===== src/inc/dsw_cfg.svh =====
// constants for the dual switch mode and channel control block
`ifndef DSW_CFG_SVH
`define DSW_CFG_SVH
`define DSW_CLK_MHZ 100
`define DSW_CYC_PER_MS (`DSW_CLK_MHZ * 1000)
`define DSW_T_IN_MS 250
`define DSW_T_WDTO_MS 310
`define DSW_T_AVAIL_US 50
`define DSW_INT_DIV 390
`define DSW_A_GCR 8'h00
`define DSW_A_PWMR0 8'h04
`define DSW_A_CONFR0 8'h0C
`define DSW_A_OCR0 8'h14
`define DSW_A_GLOBAL_STATUS_REGISTER 8'h1C
`define DSW_A_FLTR0 8'h20
`define DSW_A_CH_STEP 8'h04
`define DSW_WD_BIT 15
`define DSW_GCR_PAR 0
`define DSW_GCR_WDDIS 4
`define DSW_PW_DUTY_LO 0
`define DSW_PW_ON 8
`define DSW_CF_PWMEN 0
`define DSW_CF_CLKINT 1
`define DSW_CF_DIREN 2
`define DSW_CF_DLY_LO 8
`define DSW_OC_PR_LO 0
`define DSW_RST_GCR 16'h0000
`define DSW_RST_PWMR 16'h0000
`define DSW_RST_CONFR 16'h0004
`define DSW_RST_OCR 16'h0000
`endif


===== src/inc/dsw_pkg.sv =====
// types for the dual switch mode and channel control block
package dsw_pkg;
   typedef enum logic [3:0] {
      DSW_SLEEP = 4'h1,
      DSW_NORMAL = 4'h2,
      DSW_FAILSAFE = 4'h4,
      DSW_FAULT = 4'h8
   } dsw_mode_t;
endpackage : dsw_pkg


===== src/verilog/dsw_act.sv =====
// pin synchroniser with edge detect and inactivity timeout
`timescale 1ns/1ps
`include "dsw_cfg.svh"
module dsw_act import dsw_pkg::*; #(
   parameter int unsigned TMO = `DSW_T_IN_MS * `DSW_CYC_PER_MS
) (
   input wire logic i_clk,
   input wire logic i_rst,
   input wire logic i_pin,
   output logic o_lvl,
   output logic o_rise,
   output logic o_active
);
   localparam int CW = $clog2(TMO + 1);
   logic s1_ff, s2_ff, s3_ff, act_ff, nxt_act;
   logic [CW-1:0] cnt_ff, nxt_cnt;

   always_comb begin
      nxt_act = act_ff;
      nxt_cnt = cnt_ff;
      if (s2_ff) begin
         nxt_act = 1'b1;
         nxt_cnt = '0;
      end else if (act_ff) begin
         // flag drops after the quiet time runs out, see RL6
         if (cnt_ff == CW'(TMO - 1)) begin
            nxt_act = 1'b0;
            nxt_cnt = '0;
         end else begin
            nxt_cnt = cnt_ff + CW'(1);
         end
      end
   end

   always_ff @(posedge i_clk or posedge i_rst) begin
      if (i_rst) begin
         s1_ff <= 1'b0;
         s2_ff <= 1'b0;
         s3_ff <= 1'b0;
         act_ff <= 1'b0;
         cnt_ff <= '0;
      end else begin
         s1_ff <= i_pin;
         s2_ff <= s1_ff;
         s3_ff <= s2_ff;
         act_ff <= nxt_act;
         cnt_ff <= nxt_cnt;
      end
   end

   assign o_lvl = s2_ff;
   assign o_rise = s2_ff & ~s3_ff;
   assign o_active = act_ff | s2_ff;

   chk_act_timeout: assert property (@(posedge i_clk) disable iff (i_rst) // see RL6
      act_ff && !s2_ff && cnt_ff == CW'(TMO - 1) |=> !act_ff)
      else $error("activity flag did not drop at timeout");
   chk_act_hold: assert property (@(posedge i_clk) disable iff (i_rst) // see RL6
      $fell(s2_ff) |-> ##1 act_ff ##1 act_ff)
      else $error("activity flag dropped too early");
endmodule : dsw_act


===== src/verilog/dsw_chan.sv =====
// per channel pwm generator and target on-state
`timescale 1ns/1ps
`include "dsw_cfg.svh"
module dsw_chan import dsw_pkg::*; #(
   parameter int unsigned INT_DIV = `DSW_INT_DIV
) (
   input wire logic i_clk,
   input wire logic i_rst,
   input wire logic i_in,
   input wire logic i_direct_only,
   input wire logic i_sleep,
   input wire logic i_force_off,
   input wire logic i_on,
   input wire logic [7:0] i_duty,
   input wire logic i_pwm_en,
   input wire logic i_clk_int,
   input wire logic i_dir_en,
   input wire logic [1:0] i_pr,
   input wire logic [7:0] i_delay,
   input wire logic i_ext_tick,
   output logic o_hson
);
   localparam int PW = $clog2(INT_DIV * 8) + 1;
   logic [PW-1:0] div_ff, nxt_div, lim;
   logic [7:0] ph_ff, nxt_ph, rel;
   logic hson_ff, nxt_hson, itick, tick, duty_term;

   always_comb begin
      lim = PW'((INT_DIV << i_pr) - 1);
      itick = (div_ff >= lim);
      nxt_div = itick ? '0 : div_ff + PW'(1);
      tick = i_clk_int ? itick : i_ext_tick; // see RL11 see RL12 see RL13
      nxt_ph = tick ? ph_ff + 8'h01 : ph_ff;
      rel = ph_ff - i_delay;
      duty_term = (rel < i_duty); // see RL9
      if (i_sleep || i_force_off) begin
         nxt_hson = 1'b0; // see RL23
      end else if (i_direct_only) begin
         nxt_hson = i_in; // see RL10 see RL14
      end else begin
         nxt_hson = (i_in & i_dir_en) | (i_on & (i_pwm_en ? duty_term : 1'b1)); // see RL8
      end
   end

   always_ff @(posedge i_clk or posedge i_rst) begin
      if (i_rst) begin
         div_ff <= '0;
         ph_ff <= 8'h00;
         hson_ff <= 1'b0;
      end else begin
         div_ff <= nxt_div;
         ph_ff <= nxt_ph;
         hson_ff <= nxt_hson;
      end
   end

   assign o_hson = hson_ff;

   chk_direct_follow: assert property (@(posedge i_clk) disable iff (i_rst) // see RL14
      i_direct_only && !i_force_off && !i_sleep |=> o_hson == $past(i_in))
      else $error("direct control not followed");
   chk_fault_off: assert property (@(posedge i_clk) disable iff (i_rst) // see RL23
      i_force_off |=> !o_hson)
      else $error("faulted channel not forced off");
   chk_pwm_off: assert property (@(posedge i_clk) disable iff (i_rst) // see RL8
      !i_direct_only && !i_in && !i_on |=> !o_hson)
      else $error("channel on without any on term");
endmodule : dsw_chan


===== src/verilog/dsw_top.sv =====
// dual switch mode sequencer, channel control and apb register file
// Functional notes
// RL1 - four modes: sleep, normal, fail-safe, fault
// RL2 - rising reset-release or input leaves sleep
// RL3 - wake resets registers, enters normal
// RL4 - normal flag only in normal mode
// RL5 - host toggles watchdog bit within timeout
// RL6 - input activity flag drops after timeout
// RL7 - no activity and release low: sleep
// RL8 - on-state from direct, pwm or on bit
// RL9 - duty term from eight-bit duty field
// RL10 - direct mode follows input level
// RL11 - internal clock select drives channel pwm
// RL12 - external clock sets pwm frequency
// RL13 - pwm source selectable through registers only
// RL14 - release low or fail-safe: direct only
// RL15 - slow direct toggling needs release high
// RL16 - per channel duty, delay, slew, options; the code has no slew setting
// RL17 - status shows on/off and fault per channel
// RL18 - readback needs serial supply present
// RL19 - parallel option drives outputs together
// RL20 - wake is release or activity flags
// RL21 - watchdog disable bit blocks fail-safe entry
// RL22 - watchdog bit is bit fifteen, any word
// RL23 - faulted channel forced off in fault
`timescale 1ns/1ps
`include "dsw_cfg.svh"
module dsw_top import dsw_pkg::*; #(
   parameter int unsigned IN_TMO_CYC = `DSW_T_IN_MS * `DSW_CYC_PER_MS,
   parameter int unsigned WDTO_CYC = `DSW_T_WDTO_MS * `DSW_CYC_PER_MS,
   parameter int unsigned AVAIL_CYC = `DSW_T_AVAIL_US * `DSW_CLK_MHZ,
   parameter int unsigned INT_DIV = `DSW_INT_DIV
) (
   input wire logic i_clk,
   input wire logic i_rst,
   input wire logic i_psel,
   input wire logic i_penable,
   input wire logic i_pwrite,
   input wire logic [7:0] i_paddr,
   input wire logic [31:0] i_pwdata,
   output logic [31:0] o_prdata,
   output logic o_pready,
   output logic o_pslverr,
   input wire logic i_reset_release_input,
   input wire logic i_in0,
   input wire logic i_in1,
   input wire logic i_ext_clk,
   input wire logic i_vdd_ok,
   input wire logic [1:0] i_prot_fault,
   input wire logic i_uv_fault,
   output logic o_first_power_output,
   output logic o_second_power_output,
   output logic o_normal_mode_flag,
   output logic o_fail_safe_n,
   output logic o_fault_n,
   output logic o_func_ready
);
   localparam int WW = $clog2(WDTO_CYC + 1);
   localparam int AW = $clog2(AVAIL_CYC + 1);

   function automatic logic [7:0] ch_addr(input logic [7:0] base, input int i);
      ch_addr = base + 8'(i) * `DSW_A_CH_STEP;
   endfunction : ch_addr

   logic rst_lvl, rst_rise, vdd_lvl, ck_rise;
   logic [1:0] in_lvl, in_rise, in_act, hson;
   logic wake, fault, sleep_now;

   dsw_act #(.TMO(IN_TMO_CYC)) u_rst (.i_clk(i_clk), .i_rst(i_rst), .i_pin(i_reset_release_input),
      .o_lvl(rst_lvl), .o_rise(rst_rise), .o_active());
   dsw_act #(.TMO(IN_TMO_CYC)) u_in0 (.i_clk(i_clk), .i_rst(i_rst), .i_pin(i_in0),
      .o_lvl(in_lvl[0]), .o_rise(in_rise[0]), .o_active(in_act[0]));
   dsw_act #(.TMO(IN_TMO_CYC)) u_in1 (.i_clk(i_clk), .i_rst(i_rst), .i_pin(i_in1),
      .o_lvl(in_lvl[1]), .o_rise(in_rise[1]), .o_active(in_act[1]));
   dsw_act #(.TMO(IN_TMO_CYC)) u_ck (.i_clk(i_clk), .i_rst(i_rst), .i_pin(i_ext_clk),
      .o_lvl(), .o_rise(ck_rise), .o_active());
   dsw_act #(.TMO(IN_TMO_CYC)) u_vdd (.i_clk(i_clk), .i_rst(i_rst), .i_pin(i_vdd_ok),
      .o_lvl(vdd_lvl), .o_rise(), .o_active());

   // apb slave, one wait state: pready rises in the second access cycle
   logic rdy_ff, nxt_rdy, err_ff, nxt_err, wr_go, rd_go, hit;
   logic [31:0] rd_ff, nxt_rd, rdata;
   assign wr_go = i_psel & i_penable & rdy_ff & i_pwrite;
   assign rd_go = i_psel & i_penable & rdy_ff & ~i_pwrite;

   dsw_mode_t mode_ff, nxt_mode;
   logic [15:0] gcr_ff, nxt_gcr;
   logic [15:0] pwmr_ff [2];
   logic [15:0] nxt_pwmr [2];
   logic [15:0] confr_ff [2];
   logic [15:0] nxt_confr [2];
   logic [15:0] ocr_ff [2];
   logic [15:0] nxt_ocr [2];
   logic [1:0] flt_ff, nxt_flt, out_ff, nxt_out;
   logic fs_ff, nxt_fs, arm_ff, nxt_arm, run_ff, nxt_run, last_ff, nxt_last;
   logic [WW-1:0] wd_ff, nxt_wd;
   logic [AW-1:0] av_ff, nxt_av;
   logic nm_ff, fsn_ff, fltn_ff, ready_ff;
   logic fs_set, fs_clr, regs_clr, watchdog_disable_bit, par;

   assign watchdog_disable_bit = gcr_ff[`DSW_GCR_WDDIS];
   assign par = gcr_ff[`DSW_GCR_PAR];
   assign wake = rst_lvl | in_act[0] | in_act[1]; // see RL20
   assign fault = (|i_prot_fault) | i_uv_fault;
   assign sleep_now = (mode_ff == DSW_SLEEP);

   // mode sequencer, see RL1
   always_comb begin
      nxt_mode = mode_ff;
      unique case (mode_ff)
         DSW_SLEEP: begin
            if (rst_rise || (|in_rise)) begin
               nxt_mode = DSW_NORMAL; // see RL2 see RL3
            end
         end
         DSW_NORMAL, DSW_FAILSAFE, DSW_FAULT: begin
            if (!wake) begin
               nxt_mode = DSW_SLEEP; // see RL7 see RL20
            end else if (fault) begin
               nxt_mode = DSW_FAULT;
            end else if (fs_ff) begin
               nxt_mode = DSW_FAILSAFE;
            end else begin
               nxt_mode = DSW_NORMAL;
            end
         end
         default: nxt_mode = DSW_SLEEP;
      endcase
   end

   // serial watchdog on bit fifteen of every written word
   always_comb begin
      nxt_fs = fs_ff;
      nxt_arm = arm_ff;
      nxt_run = run_ff;
      nxt_last = last_ff;
      nxt_wd = wd_ff;
      fs_set = 1'b0;
      fs_clr = 1'b0;
      if (sleep_now) begin
         nxt_fs = 1'b0;
         nxt_arm = 1'b0;
         // the release edge that wakes the block also starts the watchdog
         nxt_run = rst_rise;
         nxt_wd = '0;
      end else if (rst_rise) begin
         nxt_run = 1'b1;
         nxt_wd = '0;
      end else if (fs_ff) begin
         // recovery: a word with the bit set, then another within the timeout
         if (wr_go && arm_ff) begin
            nxt_fs = 1'b0;
            nxt_arm = 1'b0;
            nxt_wd = '0;
            fs_clr = 1'b1;
         end else if (wr_go && i_pwdata[`DSW_WD_BIT]) begin
            nxt_arm = 1'b1;
            nxt_wd = '0;
         end else if (arm_ff) begin
            if (wd_ff == WW'(WDTO_CYC - 1)) begin
               nxt_arm = 1'b0;
            end
            nxt_wd = wd_ff + WW'(1);
         end
         if (wr_go) begin
            nxt_last = i_pwdata[`DSW_WD_BIT];
         end
      end else if (wr_go) begin
         if (i_pwdata[`DSW_WD_BIT] != last_ff) begin
            nxt_wd = '0; // see RL22 see RL5
         end
         nxt_last = i_pwdata[`DSW_WD_BIT];
      end else if (run_ff && rst_lvl && !watchdog_disable_bit) begin
         if (wd_ff == WW'(WDTO_CYC - 1)) begin
            nxt_fs = 1'b1; // see RL21
            nxt_wd = '0;
            fs_set = 1'b1;
         end else begin
            nxt_wd = wd_ff + WW'(1);
         end
      end
   end

   assign regs_clr = sleep_now | fs_set | fs_clr;

   // register file; writes blocked in fail-safe
   always_comb begin
      nxt_gcr = gcr_ff;
      nxt_pwmr = pwmr_ff;
      nxt_confr = confr_ff;
      nxt_ocr = ocr_ff;
      nxt_flt = flt_ff;
      if (wr_go && !fs_ff) begin
         if (i_paddr == `DSW_A_GCR) begin
            nxt_gcr = i_pwdata[15:0];
         end
         for (int i = 0; i < 2; i++) begin
            if (i_paddr == ch_addr(`DSW_A_PWMR0, i)) begin
               nxt_pwmr[i] = i_pwdata[15:0]; // see RL16
            end
            if (i_paddr == ch_addr(`DSW_A_CONFR0, i)) begin
               nxt_confr[i] = i_pwdata[15:0]; // see RL16
            end
            if (i_paddr == ch_addr(`DSW_A_OCR0, i)) begin
               nxt_ocr[i] = i_pwdata[15:0]; // see RL16
            end
         end
      end
      if (regs_clr) begin
         nxt_gcr = `DSW_RST_GCR; // see RL3
         nxt_pwmr = '{`DSW_RST_PWMR, `DSW_RST_PWMR};
         nxt_confr = '{`DSW_RST_CONFR, `DSW_RST_CONFR};
         nxt_ocr = '{`DSW_RST_OCR, `DSW_RST_OCR};
         nxt_flt = 2'h0;
         if (!sleep_now) begin
            nxt_gcr[`DSW_GCR_PAR] = par;
         end
      end
      for (int i = 0; i < 2; i++) begin
         if (rd_go && i_paddr == ch_addr(`DSW_A_FLTR0, i) && !i_prot_fault[i]) begin
            nxt_flt[i] = 1'b0;
         end
         if (i_prot_fault[i]) begin
            nxt_flt[i] = 1'b1; // see RL17
         end
      end
   end

   // read mux, see RL17
   always_comb begin
      rdata = 32'h0000_0000;
      hit = 1'b1;
      if (i_paddr == `DSW_A_GCR) begin
         rdata = {16'h0000, gcr_ff};
      end else if (i_paddr == `DSW_A_GLOBAL_STATUS_REGISTER) begin
         rdata = {21'h00_0000, fs_ff, ready_ff, nm_ff, mode_ff, flt_ff, out_ff};
      end else begin
         hit = 1'b0;
         for (int i = 0; i < 2; i++) begin
            if (i_paddr == ch_addr(`DSW_A_PWMR0, i)) begin
               rdata = {16'h0000, pwmr_ff[i]};
               hit = 1'b1;
            end
            if (i_paddr == ch_addr(`DSW_A_CONFR0, i)) begin
               rdata = {16'h0000, confr_ff[i]};
               hit = 1'b1;
            end
            if (i_paddr == ch_addr(`DSW_A_OCR0, i)) begin
               rdata = {16'h0000, ocr_ff[i]};
               hit = 1'b1;
            end
            if (i_paddr == ch_addr(`DSW_A_FLTR0, i)) begin
               rdata = {31'h0000_0000, flt_ff[i]};
               hit = 1'b1;
            end
         end
      end
   end

   always_comb begin
      nxt_rdy = i_psel & i_penable & ~rdy_ff;
      nxt_rd = rd_ff;
      nxt_err = err_ff;
      if (nxt_rdy) begin
         nxt_err = ~hit | (~i_pwrite & ~vdd_lvl); // see RL18
         nxt_rd = (hit && !i_pwrite && vdd_lvl) ? rdata : 32'h0000_0000;
      end else if (!i_psel) begin
         nxt_err = 1'b0;
         nxt_rd = 32'h0000_0000;
      end
   end

   // channels; parallel mode copies channel 0 onto both outputs
   for (genvar g = 0; g < 2; g++) begin : g_ch
      dsw_chan #(.INT_DIV(INT_DIV)) u_chan (
         .i_clk(i_clk), .i_rst(i_rst), .i_in(in_lvl[g]),
         .i_direct_only(~rst_lvl | fs_ff), // see RL14
         .i_sleep(sleep_now),
         .i_force_off((mode_ff == DSW_FAULT) & (i_prot_fault[g] | i_uv_fault)), // see RL23
         .i_on(pwmr_ff[g][`DSW_PW_ON]),
         .i_duty(pwmr_ff[g][`DSW_PW_DUTY_LO +: 8]),
         .i_pwm_en(confr_ff[g][`DSW_CF_PWMEN]),
         .i_clk_int(confr_ff[g][`DSW_CF_CLKINT]),
         .i_dir_en(confr_ff[g][`DSW_CF_DIREN]),
         .i_pr(ocr_ff[g][`DSW_OC_PR_LO +: 2]),
         .i_delay(confr_ff[g][`DSW_CF_DLY_LO +: 8]),
         .i_ext_tick(ck_rise),
         .o_hson(hson[g]));
   end

   always_comb begin
      nxt_out = {par ? hson[0] : hson[1], hson[0]}; // see RL19
      nxt_av = av_ff;
      if (sleep_now) begin
         nxt_av = '0;
      end else if (av_ff != AW'(AVAIL_CYC)) begin
         nxt_av = av_ff + AW'(1); // see RL3
      end
   end

   always_ff @(posedge i_clk or posedge i_rst) begin
      if (i_rst) begin
         mode_ff <= DSW_SLEEP;
         gcr_ff <= `DSW_RST_GCR;
         pwmr_ff <= '{`DSW_RST_PWMR, `DSW_RST_PWMR};
         confr_ff <= '{`DSW_RST_CONFR, `DSW_RST_CONFR};
         ocr_ff <= '{`DSW_RST_OCR, `DSW_RST_OCR};
         flt_ff <= 2'h0;
         out_ff <= 2'h0;
         fs_ff <= 1'b0;
         arm_ff <= 1'b0;
         run_ff <= 1'b0;
         last_ff <= 1'b0;
         wd_ff <= '0;
         av_ff <= '0;
         rdy_ff <= 1'b0;
         err_ff <= 1'b0;
         rd_ff <= 32'h0000_0000;
         nm_ff <= 1'b0;
         fsn_ff <= 1'b1;
         fltn_ff <= 1'b1;
         ready_ff <= 1'b0;
      end else begin
         mode_ff <= nxt_mode;
         gcr_ff <= nxt_gcr;
         pwmr_ff <= nxt_pwmr;
         confr_ff <= nxt_confr;
         ocr_ff <= nxt_ocr;
         flt_ff <= nxt_flt;
         out_ff <= nxt_out;
         fs_ff <= nxt_fs;
         arm_ff <= nxt_arm;
         run_ff <= nxt_run;
         last_ff <= nxt_last;
         wd_ff <= nxt_wd;
         av_ff <= nxt_av;
         rdy_ff <= nxt_rdy;
         err_ff <= nxt_err;
         rd_ff <= nxt_rd;
         nm_ff <= (mode_ff == DSW_NORMAL); // see RL4
         fsn_ff <= ~fs_ff;
         fltn_ff <= ~fault;
         ready_ff <= ~sleep_now & (av_ff == AW'(AVAIL_CYC));
      end
   end

   assign o_prdata = rd_ff;
   assign o_pready = rdy_ff;
   assign o_pslverr = err_ff;
   assign o_first_power_output = out_ff[0];
   assign o_second_power_output = out_ff[1];
   assign o_normal_mode_flag = nm_ff;
   assign o_fail_safe_n = fsn_ff;
   assign o_fault_n = fltn_ff;
   assign o_func_ready = ready_ff;

   chk_sleep_off: assert property (@(posedge i_clk) disable iff (i_rst) // see RL7
      sleep_now ##1 sleep_now |-> ##2 out_ff == 2'h0)
      else $error("output on in sleep");
   chk_wake_edge: assert property (@(posedge i_clk) disable iff (i_rst) // see RL2
      sleep_now && (rst_rise || (|in_rise)) |=> mode_ff == DSW_NORMAL)
      else $error("no wake on rising edge");
   chk_sleep_entry: assert property (@(posedge i_clk) disable iff (i_rst) // see RL20
      !sleep_now && !wake |=> sleep_now)
      else $error("sleep not entered");
   chk_nm_flag: assert property (@(posedge i_clk) disable iff (i_rst) // see RL4
      nm_ff |-> $past(mode_ff) == DSW_NORMAL && $past(wake, 2) && !$past(fs_ff, 2))
      else $error("normal flag wrong");
   chk_wd_disable: assert property (@(posedge i_clk) disable iff (i_rst) // see RL21
      watchdog_disable_bit && !fs_ff |=> !fs_ff)
      else $error("fail-safe despite watchdog disable");
   chk_wake_reset: assert property (@(posedge i_clk) disable iff (i_rst) // see RL3
      sleep_now |=> pwmr_ff[0] == `DSW_RST_PWMR && confr_ff[1] == `DSW_RST_CONFR)
      else $error("registers not reset on wake");
   chk_par_sync: assert property (@(posedge i_clk) disable iff (i_rst) // see RL19
      par |=> out_ff[1] == out_ff[0])
      else $error("parallel outputs differ");
   chk_fault_sticky: assert property (@(posedge i_clk) disable iff (i_rst) // see RL17
      i_prot_fault[0] |=> flt_ff[0])
      else $error("fault bit not set");
endmodule : dsw_top


===== config.mk =====
export PLATFORM = sky130hd
export DESIGN_NAME = dsw_top
export DESIGN_NICKNAME = d
export VERILOG_FILES = /design/src/inc/dsw_pkg.sv /design/src/verilog/dsw_act.sv /design/src/verilog/dsw_chan.sv /design/src/verilog/dsw_top.sv
export VERILOG_INCLUDE_DIRS = /design/src /design/src/inc
export SDC_FILE = /design/constraint.sdc
export NUM_CORES = 1
export LEC_CHECK = 0
export BUFFER_PORTS_ARGS = -buffer_cell sky130_fd_sc_hd__buf_4
export CORE_ASPECT_RATIO = 0.9
export CORE_MARGIN = 2
export CORE_UTILIZATION = 59
export CTS_BUF_LIST = sky130_fd_sc_hd__clkbuf_8
export CTS_CLUSTER_SIZE = 20
export DETAILED_ROUTE_END_ITERATION = 8
export PLACE_DENSITY = 0.8
export SYNTH_ARGS = -nofsm -noshare
export SYNTH_HDL_FRONTEND = slang
export SYNTH_HIERARCHICAL = 1
export SYNTH_SLANG_ARGS = --single-unit

===== constraint.sdc =====
create_clock -name i_clk -period 5.6 [get_ports i_clk]
set_clock_uncertainty 0.15 [all_clocks]
set_input_delay 0.56 -clock i_clk [delete_from_list [all_inputs] [get_ports i_clk]]
set_output_delay 0.56 -clock i_clk [all_outputs]
set_load 0.005 [all_outputs]

Word level (Yosys, flattened, before mapping). Cells that the tools add are included. W data, S select, Z words.

Bits of input ports: 53. Bits in registers: 310. Logic and storage cells: 294.

Add/sub/neg operators: 12. Bitwise operators: 43. Reduce and logical (&&, ||, !) cells: 50. Shifts and indexed selects: 2. Magnitude comparators: 4. Equality and inequality tests: 25. Muxes and demuxes: 109.

Operators with widths (count): $mux W32 (18); $mux W25 (16); $mux W16 (10); $add A25 B1 Y25 const B (3); $eq A25 B25 Y1 const B (3); $mux W1 (55); $mux W13 (4); $add A13 B1 Y13 const B (3); $eq A8 B5 Y1 const B (4); $ge A13 B13 Y1 (2); $reduce_bool A2 Y1 (13); $shl A9 B2 Y13 const A (2); $sub A13 B1 Y13 const B (2); $and A1 B1 Y1 (17); $add A8 B1 Y8 const B (2); $eq A8 B4 Y1 const B (2); $eq A8 B6 Y1 const B (2); $lt A8 B8 Y1 (2); $reduce_and A2 Y1 (8); $sub A8 B8 Y8 (2); $eq A13 B13 Y1 const B (1); $ne A13 B13 Y1 const B (1); $not A1 Y1 (13); $or A1 B1 Y1 (13); 23 further kinds (47).

Logic depth before layout (Yosys ltp).
Depth in word-level cells: 15. Mapped depth: 15. Gate-level depth less buffers: 15.

Cells and area by module. The synthesis kept the hierarchy.

Modules (own cells, without submodules): dsw_top (times used 1, area an instance 9484.1 um^2, cells an instance 1067); dsw_act (times used 5, area an instance 1732.9 um^2, cells an instance 185); dsw_chan at g_ch[1].u_chan (times used 1, area an instance 1861.8 um^2, cells an instance 205); dsw_chan at g_ch[0].u_chan (times used 1, area an instance 1835.5 um^2, cells an instance 204).

Worst setup path before layout. No wires, ideal clock.

Kind: register -> register. Start point: register g_ch[0].u_chan.ph_ff[0]. End point: register g_ch[0].u_chan.hson_ff. Setup time: 131 ps. Path slack: 2812 ps. Arrival: 2506 ps. Buffers on the path: 0. Cell stages (with the launch flop): 16. Cells stage by stage: dfrtp_1 > inv_1 > ha_1 > inv_1 > fa_1 > nand2_1 > nand2_1 > a21oi_1 > o21bai_1 > a21oi_1 > xnor2_1 > ha_1 > o21ai_0 > a21oi_1 > nor4_1 > or3_1.

Cells in the longest elaborated chain, start to end: 7.

RTL lines: start: declaration (line dsw_chan.sv:25) `logic [7:0] ph_ff, nxt_ph, rel;`; start signal: assignment (line dsw_chan.sv:52) `ph_ff <= nxt_ph;`; $sub A8 B8 Y8 (line dsw_chan.sv:34) `rel = ph_ff - i_delay;`; $lt A8 B8 Y1 (line dsw_chan.sv:35) `duty_term = (rel < i_duty);`; $mux W1 (line dsw_chan.sv:41) `nxt_hson = (i_in & i_dir_en) | (i_on & (i_pwm_en ? duty_term : 1'b1));`; $and A1 B1 Y1 (line dsw_chan.sv:41); $or A1 B1 Y1 (line dsw_chan.sv:41); $mux W1 (line dsw_chan.sv:38) `end else if (i_direct_only) begin`; $mux W1 (line dsw_chan.sv:36) `if (i_sleep || i_force_off) begin`; net g_ch[0].u_chan.nxt_hson (line dsw_chan.sv:26) `logic hson_ff, nxt_hson, itick, tick, duty_term;`; end signal: assignment (line dsw_chan.sv:53) `hson_ff <= nxt_hson;`; end: declaration (line dsw_chan.sv:26).

The timed path passes the listed nets, and every way through them passes these cells. A chain may end at the register's enable or synchronous reset.

Worst setup path after layout.
Start point: register rdy_ff, in the netlist o_pready. End point: register pwmr_ff[13] (netlist bit).

Cells in the longest elaborated chain, start to end: 10. Elaborated cells on any way between the ends: 18.

RTL lines: start: declaration (line dsw_top.sv:81) `logic rdy_ff, nxt_rdy, err_ff, nxt_err, wr_go, rd_go, hit;`; start signal: assignment (line dsw_top.sv:337) `rdy_ff <= nxt_rdy;`; $and A1 B1 Y1 (*) (2 in series) (line dsw_top.sv:83) `assign wr_go = i_psel & i_penable & rdy_ff & i_pwrite;`; $mux W1 or $logic_and A1 B1 Y1 (tied branches) (line dsw_top.sv:168, dsw_top.sv:151); $mux W1, on equally long branches (line dsw_top.sv:149, dsw_top.sv:151); $mux W1, on equally long branches (line dsw_top.sv:146, dsw_top.sv:149); $mux W1, on equally long branches (line dsw_top.sv:140, dsw_top.sv:146); $or A1 B1 Y1 or $mux W1 (tied branches) (line dsw_top.sv:184, dsw_top.sv:140); $or A1 B1 Y1 (line dsw_top.sv:184) `assign regs_clr = sleep_now | fs_set | fs_clr;`; $reduce_bool A2 Y1 (no source line); $reduce_and A2 Y1 (no source line); end signal: assignment (line dsw_top.sv:305) `` pwmr_ff <= '{`DSW_RST_PWMR, `DSW_RST_PWMR}; ``; end signal: assignment (line dsw_top.sv:326) `pwmr_ff <= nxt_pwmr;`; end: declaration (line dsw_top.sv:88) `logic [15:0] pwmr_ff [2];`.

Mark *: on every way between the ends. The rest lies on a longest branch, timed or not.

==> impl_metrics.xml <==
<?xml version="1.0" encoding="UTF-8"?>
<metrics>
  <group name="global_routing">
    <metric name="grt_pass1_wl" unit="um">71300</metric>
    <metric name="grt_start_max_net_pins" unit="">185</metric>
    <metric name="first_global_vias" unit="">13986</metric>
    <metric name="grt_antenna_before_repair" unit="">0</metric>
    <metric name="grt.overflow.total" unit="">0</metric>
    <metric name="grt_util_all_layers" unit="%">29.5</metric>
  </group>
  <group name="timing">
    <metric name="tightest_slew" unit="ps">1270</metric>
    <metric name="timing.final.hold_violations" unit="">0</metric>
    <metric name="min_period" unit="ps">3930</metric>
    <metric name="setup_total_negative_slack" unit="ps">0</metric>
    <metric name="unrepaired_setup_endpoints_after_global_routing" unit="">no</metric>
    <metric name="max_slew_margin" unit="%">14.7</metric>
    <metric name="period_share" unit="%">70.2</metric>
    <metric name="fin_worst_hold_slack" unit="ps">60.6</metric>
    <metric name="maxSlewViolCount" unit="">0</metric>
    <metric name="setup_viol" unit="">0</metric>
    <metric name="maxClockFrequency" unit="MHz">254</metric>
  </group>
  <group name="final_layout">
    <metric name="antenna_cells" unit="">0</metric>
    <metric name="final_layout_size_suffix_gt1_share" unit="%">11.5</metric>
    <metric name="fin_util" unit="%">66.1</metric>
    <metric name="area_growth" unit="%">9.75</metric>
    <metric name="layout.filler_cells" unit="">2221</metric>
    <metric name="design.final.nets" unit="">2031</metric>
    <metric name="layoutNonFillerInstCount" unit="">2300</metric>
  </group>
  <group name="clocking">
    <metric name="ctsRootBufferMaster" unit="">sky130_fd_sc_hd__clkbuf_8</metric>
    <metric name="cts.reportedPaths.clkPinSlew" unit="ps">60</metric>
    <metric name="numCtsBuffers" unit="">48</metric>
    <metric name="clock_tree.htree_level_count" unit="">2</metric>
    <metric name="clock_latency" unit="ps">590</metric>
    <metric name="clk_path_buf_depth" unit="">3</metric>
    <metric name="tritoncts_num_sinks" unit="">294</metric>
    <metric name="cts_tree" unit="">done</metric>
  </group>
  <group name="floorplanning">
    <metric name="row_count" unit="">58</metric>
    <metric name="start_util" unit="%">60.2</metric>
    <metric name="design.core.area" unit="sq mm">0.0281</metric>
    <metric name="die_w" unit="um">182</metric>
    <metric name="fp.dieArea" unit="sq mm">0.0300</metric>
    <metric name="die_h" unit="um">165</metric>
    <metric name="io_pins" unit="">93</metric>
  </group>
  <group name="logic_synthesis">
    <metric name="syn_area_per_cell" unit="sq um">9.06</metric>
    <metric name="postSynthCellCount" unit="">1865</metric>
    <metric name="yosysWarningCount" unit="">6</metric>
    <metric name="synth_area" unit="sq mm">0.0169</metric>
  </group>
  <group name="setup_path">
    <metric name="critPathSlowestCell" unit="">sky130_fd_sc_hd__nor2_1</metric>
    <metric name="cp_data_arrival_time" unit="ps">4250</metric>
    <metric name="critPathMostFrequentCell" unit="">sky130_fd_sc_hd__nor2_1</metric>
    <metric name="worst_path_largest_cell_delay" unit="ps">1210</metric>
    <metric name="capturing_element_type_of_the_critical_path" unit="">flop</metric>
    <metric name="crit_buf_inv" unit="">0</metric>
    <metric name="setup_cp_type" unit="">reg -&gt; reg</metric>
    <metric name="worst-endpoint-required" unit="ps">5920</metric>
    <metric name="family_with_the_most_delay_on_the_worst_path" unit="">simple AND/OR/NAND/NOR gates</metric>
    <metric name="cp_cell_sequence" unit="">nand4_1, nor2_1, nand3_1, nor2_1, nand2_1, a21oi_1</metric>
    <metric name="critPathMaxFanout" unit="">18</metric>
    <metric name="worstSetupStartpointType" unit="">flop</metric>
  </group>
  <group name="placement">
    <metric name="hpwl" unit="um">29600</metric>
    <metric name="place_congestion" unit="">0.928</metric>
    <metric name="numPortBuffers" unit="">60</metric>
    <metric name="placedCellCount" unit="">2203</metric>
  </group>
  <group name="power">
    <metric name="cellPowerDensity" unit="mW/mm^2">320</metric>
    <metric name="cellLeakagePower" unit="nW">7.93</metric>
    <metric name="vdd_drop_max" unit="mV">0.260</metric>
  </group>
  <group name="route">
    <metric name="detail_route.wirelength" unit="um">43700</metric>
    <metric name="num_vias" unit="">14323</metric>
    <metric name="dr_wl_cell" unit="um">19.0</metric>
    <metric name="post-route-drc-count" unit="">0</metric>
    <metric name="final_antenna_net_count" unit="">0</metric>
    <metric name="avgViaCountPerCell" unit="">6.23</metric>
    <metric name="drt_pre_antenna_iters" unit="">7</metric>
    <metric name="initial_drt_markers" unit="">1444</metric>
  </group>
  <group name="run_status">
    <metric name="status" unit="">finished clean</metric>
  </group>
  <group name="flow_run">
    <metric name="max_cap_viol" unit="">0</metric>
  </group>
  <group name="worst_hold_path">
    <metric name="hold_path.class" unit="">in -&gt; reg</metric>
  </group>
</metrics>
-- report_power, final --
part           leakage, nW  internal, mW  switching (mW)  total, mW
Clock                0.616          1.25           0.910       2.16
Sequential            3.98          2.25           0.165       2.42
Combinational         3.33         0.478           0.879       1.36
-- cells in the final DEF, fill, tap and decap left out, drive strengths merged, types with 33 or more instances in the layout --
cell type,instances
xor2,37
ha,75
a21oi,181
inv,80
mux2i,41
nor2,221
clkbuf,64
nand2,253
nand4,33
xnor2,55
buf,67
o21ai,83
nand3,64
dfrtp,289
-- registers in the layout (all words and copies together) (netlist names), 25 cells and up --
name / cells
u_in1/cnt_ff: 25
confr_ff: 32
pwmr_ff: 32
u_in0/cnt_ff: 25
wd_ff: 25
ocr_ff: 32
g_ch.u_chan/div_ff: 26
-- through the flow --
stage          total power, mW  worst slack (ps)  area, sq um
2_1_floorplan             3.42              2530        17000
3_3_place_gp              3.71              1890        17300
3_5_place_dp              3.77              1730        17300
4_1_cts                   5.94              1940        18600
5_1_grt                   6.23              1500        18600
6_report                  5.94              1670        18600
-- what timing repair did --
action	CTS	global route
resized for setup	0	0
hold buffers	8	0
setup endpoints to repair	0	0
endpoints found under the hold margin	14	0
buffers inserted	0	0
-- path summary, 6_finish.rpt --
path | from | endpoint | slack [ps] | depth (start not counted)
worst max-delay path | o_pready | pwmr_ff[13] | 1670 | 6
worst min-delay path | i_prot_fault[1] | flt_ff[1] | 60 | 2
worst max register to register | o_pready | pwmr_ff[13] | 1670 | 6
worst min register to register | u_in0/s1_ff | u_in0/o_lvl | 200 | 0
max in group asynchronous | i_rst | pwmr_ff[29] | 3760 | 4
min in group asynchronous | i_rst | u_vdd/o_lvl | 320 | 3
-- final cells by class --
class                      count  area (sq um)  area share (%)
inverter                      73           278            1.50
clock buffer                  64           881            4.75
multi-input combinational   1409          8740            47.1
clock inverter                25           243            1.31
sequential                   294          7360            39.7
tap                          360           450            2.43
timing repair buffer          75           596            3.21
-- per-layer routing --
metal | global-route usage (%) | share of wire, % | vias to the layer above
met3 | 6.37 | 8.9 | 108
met2 | 47.3 | 46 | 616
met5 | 0 | 0 | -
met4 | 10.8 | 2.9 | 0
met1 | 39.8 | 42 | 7003
li1 | - | - | 6596
No activity file was read; power rests on OpenSTA's default activity.
